### src/include/dhtrc_pkg.sv
// Purpose: constants and types of the dual half timer
// Assumes: 32-bit register port, byte addresses
// Notes:   offsets are word aligned
package dhtrc_pkg;
  // ==========================================
  // register offsets
  localparam logic [7:0] A_CFG  = 8'h00;
  localparam logic [7:0] A_MDA  = 8'h04;
  localparam logic [7:0] A_MDB  = 8'h08;
  localparam logic [7:0] A_CTL  = 8'h0c;
  localparam logic [7:0] A_IMR  = 8'h18;
  localparam logic [7:0] A_RIS  = 8'h1c;
  localparam logic [7:0] A_MIS  = 8'h20;
  localparam logic [7:0] A_ICR  = 8'h24;
  localparam logic [7:0] A_ILA  = 8'h28;
  localparam logic [7:0] A_ILB  = 8'h2c;
  localparam logic [7:0] A_MAT  = 8'h30;
  localparam logic [7:0] A_PRA  = 8'h38;
  localparam logic [7:0] A_PRB  = 8'h3c;
  localparam logic [7:0] A_CNA  = 8'h48;
  localparam logic [7:0] A_CNB  = 8'h4c;
  // ==========================================
  // field values and positions
  localparam logic [2:0] CFG_WIDE  = 3'h0;
  localparam logic [2:0] CFG_RTC   = 3'h1;
  localparam logic [2:0] CFG_SPLIT = 3'h4;
  localparam logic [1:0] MD_ONE    = 2'h1;
  localparam logic [1:0] MD_PER    = 2'h2;
  localparam int C_ENA = 0, C_STA = 1, C_PERMIT = 4, C_OTA = 5;
  localparam int C_ENB = 8, C_STB = 9, C_OTB = 13;
  localparam int I_ATO = 0, I_RTC = 3, I_BTO = 8;
  // ==========================================
  // reset values and timing
  localparam logic [15:0] CNT_RST   = 16'hffff;
  localparam logic [7:0]  PRE_RST   = 8'h00;
  localparam logic [31:0] RTC_FIRST = 32'h00000001;
  localparam int RTC_IN_HZ  = 32768;
  localparam int RTC_OUT_HZ = 1;
  localparam int RTC_DIV    = RTC_IN_HZ / RTC_OUT_HZ;
  // ==========================================
  // global mode, one-hot
  typedef enum logic [2:0] {
    GM_WIDE = 3'b001, GM_RTC = 3'b010, GM_SPLIT = 3'b100
  } dhtrc_gm_t;
  function automatic dhtrc_gm_t dhtrc_gm(input logic [2:0] c);
    unique case (c)
      CFG_RTC:   dhtrc_gm = GM_RTC;
      CFG_SPLIT: dhtrc_gm = GM_SPLIT;
      default:   dhtrc_gm = GM_WIDE; // unused codes act as wide timer
    endcase
  endfunction : dhtrc_gm
endpackage : dhtrc_pkg

### src/logic/dhtrc_core.sv
// Purpose: two 16-bit timer halves, 32-bit timer, 32-bit RTC
// Assumes: register strobes synchronous, one cycle long
// Notes:   edge count, edge time and pwm modes not built
//
// Functional notes
// - reset: idle, controls cleared, counters/loads ffff
// - reset: prescale counters and registers zero
// - config 0 wide, 1 rtc, 4 split
// - wide write of low load fills both
// - wide read of low count returns both
// - wide mode uses only low mode field
// - wide: enable counts down, reload after zero
// - one-shot stops and clears enable; periodic continues
// - zero sets raw timeout, masked if enabled
// - trigger enable gives pulse at zero
// - load write while running reloads next cycle
// - low stall freezes wide counter
// - rtc counts up, first load is one
// - 32.768 kHz pin divided to 1 Hz
// - rtc match rolls over to zero
// - rtc match sets raw, masked flags; clear
// - stall permit keeps rtc counting under stall
// - wide modes single timer, split independent
// - split halves: 16-bit down, 8-bit prescale
// - split zero reloads load and prescale
// - split zero sets half timeout flags, trigger
// - half stall freezes that half
// - prescale N gives N+1 clocks per count
`timescale 1ns/1ps
module dhtrc_core
  import dhtrc_pkg::*;
#(
  parameter int RTC_EDGES = dhtrc_pkg::RTC_DIV
) (
  // clock and reset
  input  wire logic        sys_clk_i,
  input  wire logic        rst_n_i,
  // register port
  input  wire logic [7:0]  addr_i,
  input  wire logic [31:0] wdata_i,
  input  wire logic        wr_i,
  input  wire logic        rd_i,
  output logic      [31:0] rdata_o,
  // pins and events
  input  wire logic        capture_pin_zero_i,
  output logic             trig_low_o,
  output logic             trig_high_o,
  output logic             irq_o
);
  // ==========================================
  // state
  logic [2:0]  cfg_ff;
  logic [1:0]  mda_ff, mdb_ff;
  logic        ena_ff, sta_ff, ota_ff, permit_ff, enb_ff, stb_ff, otb_ff;
  logic [2:0]  imr_ff, ris_ff;   // {b timeout, rtc match, a timeout}
  logic [15:0] ila_ff, ilb_ff, cna_ff, cnb_ff;
  logic [7:0]  pra_ff, prb_ff, psa_ff, psb_ff;
  logic [31:0] mat_ff;
  logic        rtc_seen_ff;
  logic [15:0] nxt_cna, nxt_cnb;
  logic [7:0]  nxt_psa, nxt_psb;
  logic        tick;
  dhtrc_gm_t   gm;

  // ==========================================
  // rtc pin divider
  dhtrc_rtc_div #(.DIV(RTC_EDGES)) u_div (
    .sys_clk_i (sys_clk_i),
    .rst_n_i   (rst_n_i),
    .pin_i     (capture_pin_zero_i),
    .tick_o    (tick)
  );

  // ==========================================
  // decode
  assign gm = dhtrc_gm(cfg_ff);
  wire wide   = (gm == GM_WIDE);
  wire rtc    = (gm == GM_RTC);
  wire split  = (gm == GM_SPLIT);
  wire w_cfg  = wr_i & (addr_i == A_CFG);
  wire w_mda  = wr_i & (addr_i == A_MDA);
  wire w_mdb  = wr_i & (addr_i == A_MDB);
  wire w_ctl  = wr_i & (addr_i == A_CTL);
  wire w_imr  = wr_i & (addr_i == A_IMR);
  wire w_icr  = wr_i & (addr_i == A_ICR);
  wire w_ila  = wr_i & (addr_i == A_ILA);
  wire w_ilb  = wr_i & (addr_i == A_ILB);
  wire w_mat  = wr_i & (addr_i == A_MAT);
  wire w_pra  = wr_i & (addr_i == A_PRA);
  wire w_prb  = wr_i & (addr_i == A_PRB);
  wire [31:0] cn32 = {cnb_ff, cna_ff};
  wire [31:0] il32 = {ilb_ff, ila_ff};
  // only the low mode field matters for the wide timer
  wire md_ok_a = (mda_ff == MD_ONE) | (mda_ff == MD_PER);
  wire md_ok_b = (mdb_ff == MD_ONE) | (mdb_ff == MD_PER);
  wire run_w   = wide & ena_ff & ~sta_ff & md_ok_a;
  wire zero_w  = run_w & (cn32 == 32'h0000_0000);
  // stall freezes the rtc unless stall permit is set
  wire rtc_stl  = (sta_ff | stb_ff) & ~permit_ff;
  wire rtc_step = rtc & ena_ff & tick & ~rtc_stl;
  wire rtc_hit  = rtc_step & (cn32 == mat_ff);
  wire rtc_new  = rtc & ~rtc_seen_ff;
  wire run_a    = split & ena_ff & ~sta_ff & md_ok_a;
  wire run_b    = split & enb_ff & ~stb_ff & md_ok_b;
  wire pz_a     = (psa_ff == 8'h00);
  wire pz_b     = (psb_ff == 8'h00);
  wire zero_a   = run_a & pz_a & (cna_ff == 16'h0000);
  wire zero_b   = run_b & pz_b & (cnb_ff == 16'h0000);
  wire to_a     = zero_w | zero_a;
  wire clr_ena  = to_a & (mda_ff == MD_ONE);
  wire clr_enb  = zero_b & (mdb_ff == MD_ONE);
  wire [2:0] set_ris = {zero_b, rtc_hit, to_a};
  wire [2:0] clr_ris = {wdata_i[I_BTO], wdata_i[I_RTC], wdata_i[I_ATO]} & {3{w_icr}};

  // one half step: prescaler runs first, counter moves when it wraps
  function automatic logic [23:0] half_step(
    input logic        run,
    input logic [15:0] cn,
    input logic [7:0]  ps,
    input logic [15:0] il,
    input logic [7:0]  pr
  );
    if (!run)
      half_step = {cn, ps};
    else if (ps != 8'h00)
      half_step = {cn, 8'(ps - 8'h01)};
    else if (cn == 16'h0000)
      half_step = {il, pr};
    else
      half_step = {16'(cn - 16'h0001), pr};
  endfunction : half_step

  // ==========================================
  // counter next state
  always_comb begin
    logic [31:0] n32;
    logic [23:0] ha, hb;
    n32 = cn32;
    ha  = half_step(run_a, cna_ff, psa_ff, ila_ff, pra_ff);
    hb  = half_step(run_b, cnb_ff, psb_ff, ilb_ff, prb_ff);
    nxt_psa = psa_ff;
    nxt_psb = psb_ff;
    if (wide && run_w)
      n32 = zero_w ? il32 : 32'(cn32 - 32'h1);
    else if (rtc && rtc_new)
      n32 = RTC_FIRST;
    else if (rtc && rtc_step)
      n32 = rtc_hit ? 32'h0000_0000 : 32'(cn32 + 32'h1);
    else if (split) begin
      n32     = {hb[23:8], ha[23:8]};
      nxt_psa = ha[7:0];
      nxt_psb = hb[7:0];
    end
    // a new load value is taken at once, running or not, except in rtc mode
    if (w_ila && !split && !rtc)
      n32 = wdata_i;
    if (w_ila && split)
      n32[15:0] = wdata_i[15:0];
    if (w_ilb && split)
      n32[31:16] = wdata_i[15:0];
    nxt_cna = n32[15:0];
    nxt_cnb = n32[31:16];
  end

  // ==========================================
  // configuration registers
  always_ff @(posedge sys_clk_i) begin
    if (!rst_n_i) begin
      cfg_ff <= CFG_WIDE;
      mda_ff <= 2'h0;
      mdb_ff <= 2'h0;
      imr_ff <= 3'h0;
      mat_ff <= 32'h0000_0000;
    end else begin
      if (w_cfg) cfg_ff <= wdata_i[2:0];
      if (w_mda) mda_ff <= wdata_i[1:0];
      if (w_mdb) mdb_ff <= wdata_i[1:0];
      if (w_imr) imr_ff <= {wdata_i[I_BTO], wdata_i[I_RTC], wdata_i[I_ATO]};
      if (w_mat) mat_ff <= wdata_i;
    end
  end

  // control bits: a software write beats the one-shot self clear
  always_ff @(posedge sys_clk_i) begin
    if (!rst_n_i) begin
      {ena_ff, sta_ff, ota_ff, permit_ff} <= 4'h0;
      {enb_ff, stb_ff, otb_ff}           <= 3'h0;
    end else if (w_ctl) begin
      ena_ff   <= wdata_i[C_ENA];
      sta_ff   <= wdata_i[C_STA];
      ota_ff   <= wdata_i[C_OTA];
      permit_ff <= wdata_i[C_PERMIT];
      enb_ff   <= wdata_i[C_ENB];
      stb_ff   <= wdata_i[C_STB];
      otb_ff   <= wdata_i[C_OTB];
    end else begin
      if (clr_ena) ena_ff <= 1'b0;
      if (clr_enb) enb_ff <= 1'b0;
    end
  end

  // load and prescale registers; wide write lands in both halves
  always_ff @(posedge sys_clk_i) begin
    if (!rst_n_i) begin
      ila_ff <= CNT_RST;
      ilb_ff <= CNT_RST;
      pra_ff <= PRE_RST;
      prb_ff <= PRE_RST;
    end else begin
      if (w_ila) ila_ff <= wdata_i[15:0];
      if (w_ila && !split) ilb_ff <= wdata_i[31:16];
      else if (w_ilb) ilb_ff <= wdata_i[15:0];
      if (w_pra) pra_ff <= wdata_i[7:0];
      if (w_prb) prb_ff <= wdata_i[7:0];
    end
  end

  // ==========================================
  // counters and prescalers
  always_ff @(posedge sys_clk_i) begin
    if (!rst_n_i) begin
      cna_ff      <= CNT_RST;
      cnb_ff      <= CNT_RST;
      psa_ff      <= PRE_RST;
      psb_ff      <= PRE_RST;
      rtc_seen_ff <= 1'b0;
    end else begin
      cna_ff      <= nxt_cna;
      cnb_ff      <= nxt_cnb;
      psa_ff      <= nxt_psa;
      psb_ff      <= nxt_psb;
      rtc_seen_ff <= rtc_seen_ff | rtc;  // first rtc entry only
    end
  end

  // ==========================================
  // status, interrupt and trigger; set wins over clear
  always_ff @(posedge sys_clk_i) begin
    if (!rst_n_i) begin
      ris_ff      <= 3'h0;
      irq_o       <= 1'b0;
      trig_low_o  <= 1'b0;
      trig_high_o <= 1'b0;
    end else begin
      ris_ff      <= (ris_ff & ~clr_ris) | set_ris;
      irq_o       <= |(ris_ff & imr_ff);
      trig_low_o  <= to_a & ota_ff;
      trig_high_o <= zero_b & otb_ff;
    end
  end

  // ==========================================
  // read path
  wire [31:0] ctl_rd = 32'({otb_ff, 3'h0, stb_ff, enb_ff, 2'h0,
                            ota_ff, permit_ff, 2'h0, sta_ff, ena_ff});
  wire [31:0] ris_rd = 32'({ris_ff[2], 4'h0, ris_ff[1], 2'h0, ris_ff[0]});
  wire [31:0] imr_rd = 32'({imr_ff[2], 4'h0, imr_ff[1], 2'h0, imr_ff[0]});
  wire [31:0] mis_rd = ris_rd & imr_rd;
  wire [31:0] cna_rd = split ? {16'h0000, cna_ff} : cn32;
  wire [31:0] ila_rd = split ? {16'h0000, ila_ff} : il32;
  logic [31:0] rd_mux;
  always_comb begin
    unique case (addr_i)
      A_CFG:   rd_mux = {29'h0, cfg_ff};
      A_MDA:   rd_mux = {30'h0, mda_ff};
      A_MDB:   rd_mux = {30'h0, mdb_ff};
      A_CTL:   rd_mux = ctl_rd;
      A_IMR:   rd_mux = imr_rd;
      A_RIS:   rd_mux = ris_rd;
      A_MIS:   rd_mux = mis_rd;
      A_ILA:   rd_mux = ila_rd;
      A_ILB:   rd_mux = {16'h0000, ilb_ff};
      A_MAT:   rd_mux = mat_ff;
      A_PRA:   rd_mux = {24'h0, pra_ff};
      A_PRB:   rd_mux = {24'h0, prb_ff};
      A_CNA:   rd_mux = cna_rd;
      A_CNB:   rd_mux = {16'h0000, cnb_ff};
      default: rd_mux = 32'h0000_0000;  // unmapped and clear reads zero
    endcase
  end

  // data only in the cycle after the strobe
  always_ff @(posedge sys_clk_i) begin
    if (!rst_n_i) rdata_o <= 32'h0000_0000;
    else          rdata_o <= rd_i ? rd_mux : 32'h0000_0000;
  end

  // ==========================================
  // checks
  AST_RST_CNT: assert property (@(posedge sys_clk_i)
    !rst_n_i |=> cna_ff == 16'hffff && cnb_ff == 16'hffff && ila_ff == 16'hffff
      && !ena_ff)
    else $error("counters not ffff after reset");
  AST_RST_PRE: assert property (@(posedge sys_clk_i)
    !rst_n_i |=> psa_ff == 8'h00 && prb_ff == 8'h00)
    else $error("prescale not zero after reset");
  AST_RELOAD: assert property (@(posedge sys_clk_i) disable iff (!rst_n_i)
    zero_w && !wr_i |=> cn32 == $past(il32))
    else $error("wide reload missed");
  AST_ONESHOT: assert property (@(posedge sys_clk_i) disable iff (!rst_n_i)
    zero_w && mda_ff == 2'h1 && !w_ctl |=> !ena_ff)
    else $error("one-shot did not stop");
  AST_TO_FLAG: assert property (@(posedge sys_clk_i) disable iff (!rst_n_i)
    to_a |=> ris_ff[0] ##1 (ris_ff[0] || $past(w_icr)))
    else $error("timeout flag lost");
  AST_TRIG: assert property (@(posedge sys_clk_i) disable iff (!rst_n_i)
    trig_low_o |-> $past(ota_ff) && $past(cna_ff) == 16'h0000)
    else $error("trigger without zero");
  AST_STALL: assert property (@(posedge sys_clk_i) disable iff (!rst_n_i)
    wide && sta_ff && !wr_i |=> $stable(cn32))
    else $error("stalled counter moved");
  AST_ROLL: assert property (@(posedge sys_clk_i) disable iff (!rst_n_i)
    rtc_hit && !wr_i |=> cn32 == 32'h0000_0000)
    else $error("rtc did not roll over");
  AST_PRESCALE: assert property (@(posedge sys_clk_i) disable iff (!rst_n_i)
    run_a && !pz_a && !wr_i |=> $stable(cna_ff) && psa_ff == $past(psa_ff) - 8'h01)
    else $error("prescaler step wrong");
  AST_READ32: assert property (@(posedge sys_clk_i) disable iff (!rst_n_i)
    rd_i && addr_i == A_CNA && !split |=> rdata_o == $past(cn32))
    else $error("wide count read wrong");
  AST_LOAD_NOW: assert property (@(posedge sys_clk_i) disable iff (!rst_n_i)
    w_ila && wide |=> cn32 == $past(wdata_i))
    else $error("wide load not taken next cycle");
  // split halves, rtc and interrupt line
  AST_HALF_FLAG: assert property (@(posedge sys_clk_i) disable iff (!rst_n_i)
    zero_b |=> ris_ff[2])
    else $error("high half timeout flag missed");
  AST_HALF_RELOAD: assert property (@(posedge sys_clk_i) disable iff (!rst_n_i)
    zero_b && !wr_i |=> cnb_ff == $past(ilb_ff) && psb_ff == $past(prb_ff))
    else $error("high half reload missed");
  AST_STALL_LOW: assert property (@(posedge sys_clk_i) disable iff (!rst_n_i)
    split && sta_ff && !wr_i |=> $stable(cna_ff) && $stable(psa_ff))
    else $error("stalled low half moved");
  AST_STALL_HIGH: assert property (@(posedge sys_clk_i) disable iff (!rst_n_i)
    split && stb_ff && !wr_i |=> $stable(cnb_ff) && $stable(psb_ff))
    else $error("stalled high half moved");
  AST_RTC_FIRST: assert property (@(posedge sys_clk_i) disable iff (!rst_n_i)
    rtc_new |=> cn32 == RTC_FIRST)
    else $error("rtc first load not one");
  AST_RTC_FLAG: assert property (@(posedge sys_clk_i) disable iff (!rst_n_i)
    rtc_hit |=> ris_ff[1])
    else $error("rtc match flag missed");
  AST_IRQ: assert property (@(posedge sys_clk_i) disable iff (!rst_n_i)
    |(ris_ff & imr_ff) |=> irq_o)
    else $error("interrupt line not raised");
endmodule : dhtrc_core

### src/logic/dhtrc_rtc_div.sv
// Purpose: sync the 32.768 kHz pin and divide it to a 1 Hz tick
// Assumes: pin far slower than sys_clk_i
// Notes:   tick is one sys_clk_i cycle per DIV rising pin edges
`timescale 1ns/1ps
module dhtrc_rtc_div #(
  parameter int DIV = 32768
) (
  // clock and reset
  input  wire logic sys_clk_i,
  input  wire logic rst_n_i,
  // pin and tick
  input  wire logic pin_i,
  output logic      tick_o
);
  logic        s1_ff, s2_ff, s3_ff;
  logic [15:0] cnt_ff;
  wire         rise = s2_ff & ~s3_ff; // first stage is never looked at
  wire         last = (cnt_ff == 16'(DIV - 1));
  // ==========================================
  // synchroniser and divider
  always_ff @(posedge sys_clk_i) begin
    if (!rst_n_i) begin
      {s1_ff, s2_ff, s3_ff} <= 3'h0;
      cnt_ff                <= 16'h0000;
      tick_o                <= 1'b0;
    end else begin
      s1_ff  <= pin_i;
      s2_ff  <= s1_ff;
      s3_ff  <= s2_ff;
      cnt_ff <= rise ? (last ? 16'h0000 : cnt_ff + 16'h0001) : cnt_ff;
      tick_o <= rise & last;
    end
  end
endmodule : dhtrc_rtc_div

### config.mk
export PLATFORM = sky130hd
export DESIGN_NAME = dhtrc_core
export DESIGN_NICKNAME = d
export VERILOG_FILES = /design/src/include/dhtrc_pkg.sv /design/src/logic/dhtrc_core.sv /design/src/logic/dhtrc_rtc_div.sv
export SDC_FILE = /design/constraint.sdc
export NUM_CORES = 1
export LEC_CHECK = 0
export ABC_AREA = 1
export BUFFER_PORTS_ARGS = -buffer_cell sky130_fd_sc_hd__buf_2
export CORE_MARGIN = 8
export CORE_UTILIZATION = 40
export CTS_BUF_LIST = sky130_fd_sc_hd__clkbuf_4 sky130_fd_sc_hd__clkbuf_8
export DETAILED_ROUTE_END_ITERATION = 16
export GPL_TIMING_DRIVEN = 0
export SETUP_SLACK_MARGIN = 0.1
export SYNTH_ARGS = -nofsm -noshare
export SYNTH_HDL_FRONTEND = slang
export SYNTH_HIERARCHICAL = 1
export SYNTH_SLANG_ARGS = --single-unit
### constraint.sdc
create_clock -name sys_clk_i -period 3.45 [get_ports sys_clk_i]
set_input_delay 0.345 -clock sys_clk_i [delete_from_list [all_inputs] [get_ports sys_clk_i]]
set_output_delay 0.345 -clock sys_clk_i [all_outputs]
set_load 0.03 [all_outputs]
==> metrics.yaml <==
synthDistinctLibCells: 51
gr-total-overflow: 0
tns_ns: 0
dpl_worst_slack_ns: 0.08374
crit-reg2reg-capture: "cnb_ff[0]"
netlist_top_cells_area: "dfxtp_1, nand2_1, inv_1"
drt_wl_total_microns: 72040
hold_depth: 3
gr-usage-all-layers_pct: 34.18
setup_ws_ns: 0.1378
worstSkewPairLatency_ns: 0.61
fmax_mhz: 301.9
yosysSeqAreaShare_pct: 29.59
synth_top_cell_by_area: "dfxtp_1"
drc_errors: 0
power_density_mw_per_mm2: 332.9
netlist_instances: 2263
fp-row-count: 68
synth_edf_count: 0
hold_violations: 0
synth_most_common_cell: "nand2_1"
yosys_warnings: 6
cts_tree: "done"
rsz0062_at_grt: "no"
cp_max_fo: 10
whs_ns: 0.05096
min-delay-start: "wdata_i[27]"
ctsHtreeMaxLevel: 2
vias: 16201
synth_area_sq_mm: 0.01380
wire_per_inst_microns: 25.22
cp.arrival_ns: 3.80
timing.final.crit_share_pct: 96.01
synth_nets: 2319
place_hpwl_microns: 56270
fin_area_sq_mm: 0.01553
die_w_microns: 201.8
post_cts_buffers: 0
path_clk_slew_ns: 0.05
clock_sinks: 204
start_kind: "flop"
area_growth_syn_to_layout_pct: 12.51
multi_input_area_sq_mm: 0.008059
crit_path_cell_trace: "buf_4, clkinv_1, nand2_1, nand2_1, inv_1, nand2_1, nor2_1, nand2_1, nor2_1, nand3_1, buf_4, nand3_1, nand2_1, o21ai_0, nand2_1"
dpl.cell_count: 2794
report.power.total_mw: 5.170
ys_ff_latch: 204
regArea_sq_mm: 0.004085
port_buffers: 76
grt_pass1_wl_microns: 102500
antenna_left: 0
fin_cells: 2857
vias_per_cell: 5.671
numCtsBuffers: 40
r2r-start: "cnb_ff[13]"
n_fill_cell: 3790
cpMostUsedCell: "nand2_1"
finClkSkew_ns: 0.01676
cts_buffer_depth: 3
finalCriticalPeriod_ns: 3.312
power_leakage_nw: 7.687
drtIter0Drc: 2142
dr.pass1.iters: 6
dpl_cell_area_sq_mm: 0.01475
ios: 80
cp_slowest_cell: "clkinv_1"
final_nets: 2438
die_h_microns: 201.8
antenna_cells: 0
async_reset_ff_share_pct: 0
initial_core_util_pct: 40.25
drive_gt1_share_pct: 11.57
cts-root-buf: "clkbuf_8"
dieArea_sq_mm: 0.04071
synthTopCellsByCount: "nand2_1, inv_1, nor2_1"
grt_pass1_vias: 15001
status: "completed"
whs_endpoint: "mat_ff[27]"
antenna_found_initial: 0
globalplace.congestion: 1.061
drv_slew: 0
fp.coreArea_sq_mm: 0.03429
synth-main-ff-cell: "dfxtp_1"
setup_viol: 0
slew_headroom_pct: 35.12
worst_pin_slew_ns: 0.9732
synth_top_cell_area_share_pct: 29.59
min_path_type: "primary input to flop"
critical_path_required_ns: 3.94
final_util_pct: 45.29
worst_ir_drop_vdd_v: 0.0003311
cpPeakStageDelay_ns: 0.55
critPathKind: "flop to flop"
grt_max_degree: 12
rrSetupSlack_ns: 0.14
end_kind: "flop"
synth.avg_cell_area_sq_um: 6.099
max_cap_viol_count: 0
r2r_cells: 15
## sequential cells by signal, indices dropped and copies added (netlist names), 8 cells and up
register      count
mat_ff           32
ilb_ff           16
psa_ff            8
cna_ff           16
prb_ff            8
pra_ff            8
rdata_o          32
ila_ff           16
u_div/cnt_ff     16
cnb_ff           16
psb_ff            8
## critical path: cells and delay by family, from the launching register on
| family | cells | cell delay [ns] |
|---|---|---|
| simple gates | 10 | 1.42 |
| buf+inv | 4 | 1.20 |
| compound gates | 1 | 0.23 |
| flops | 1 | 0.32 |
## routing by layer
layer  part of all wire (%)  track usage (%)
met2                     41            50.23
met4                    5.4            16.80
met3                     11            8.395
met5                      0                0
met1                     43            46.01
## what timing repair did
action | CTS | global route
gates resized for setup | 1 | 2
setup endpoints to repair | 4 | 3
endpoints found under the hold margin | 1 | 0
hold buffers | 1 | 0
## kinds of logic (layout without fill, tap and decap cells)
kind of cell               count (synthesis)  after routing  synth area share [%]
DFF                                      204            204                 29.59
and+or+nand+nor                         1120           1120                 35.53
xor gates and xnor gates                  46             46                 2.919
adders and majority gates                 11             11                0.9972
AOI/OAI and AO/OA                        475            475                 18.95
buffers and inverters                    407            546                 12.02
## layout by cell type, fill, tap and decap left out, types with 6 or more instances in the layout
cell type  instances
inv_2             17
xor2_1            43
o221ai_1           7
clkbuf_4          10
nand3_1          133
nor3_1            26
o22ai_1           62
clkbuf_1          41
o21ai_0          193
clkbuf_8          47
buf_4              7
nand2_2           11
o21bai_1           9
nor2_2            14
buf_6              7
nor2_4            18
o21ai_1            6
nor2_1           233
a211oi_1           7
buf_2            116
ha_1              11
inv_1            281
nand2_1          616
a21oi_1          153
nand4_1           35
dfxtp_1          203
o211ai_1          22
nand3_2            6
## where the power goes
| part | switching (mW) | internal [mW] |
|---|---|---|
| Combinational | 0.257 | 0.0770 |
| Sequential | 0.00662 | 2.37 |
| Clock | 1.13 | 1.33 |
| Total | 1.39 | 3.78 |
## area by class of cell
cell class	instances	share of cell area [%]
multi-input cells	1652	51.90
flip-flops and latches	204	26.31
inverters	306	7.437
clock buffers	57	4.649
well taps	455	3.666
plain buffers	101	3.279
repair buffers	77	2.514
clock inverters	5	0.2498
## worst max path at each step
stage / start / end / slack, ns / cells past startpoint
after floorplan: cnb_ff[0] / cnb_ff[4] / 1.39 / 14
after global placement: cnb_ff[14] / cnb_ff[0] / 0.14 / 12
after detailed placement: cnb_ff[14] / cnb_ff[0] / 0.08 / 12
after CTS: cnb_ff[0] / cna_ff[8] / 0.24 / 14
after global routing: cnb_ff[13] / cnb_ff[0] / 0.10 / 15
final: cnb_ff[13] / cnb_ff[0] / 0.14 / 15
Power figures use the tool's default switching activity.
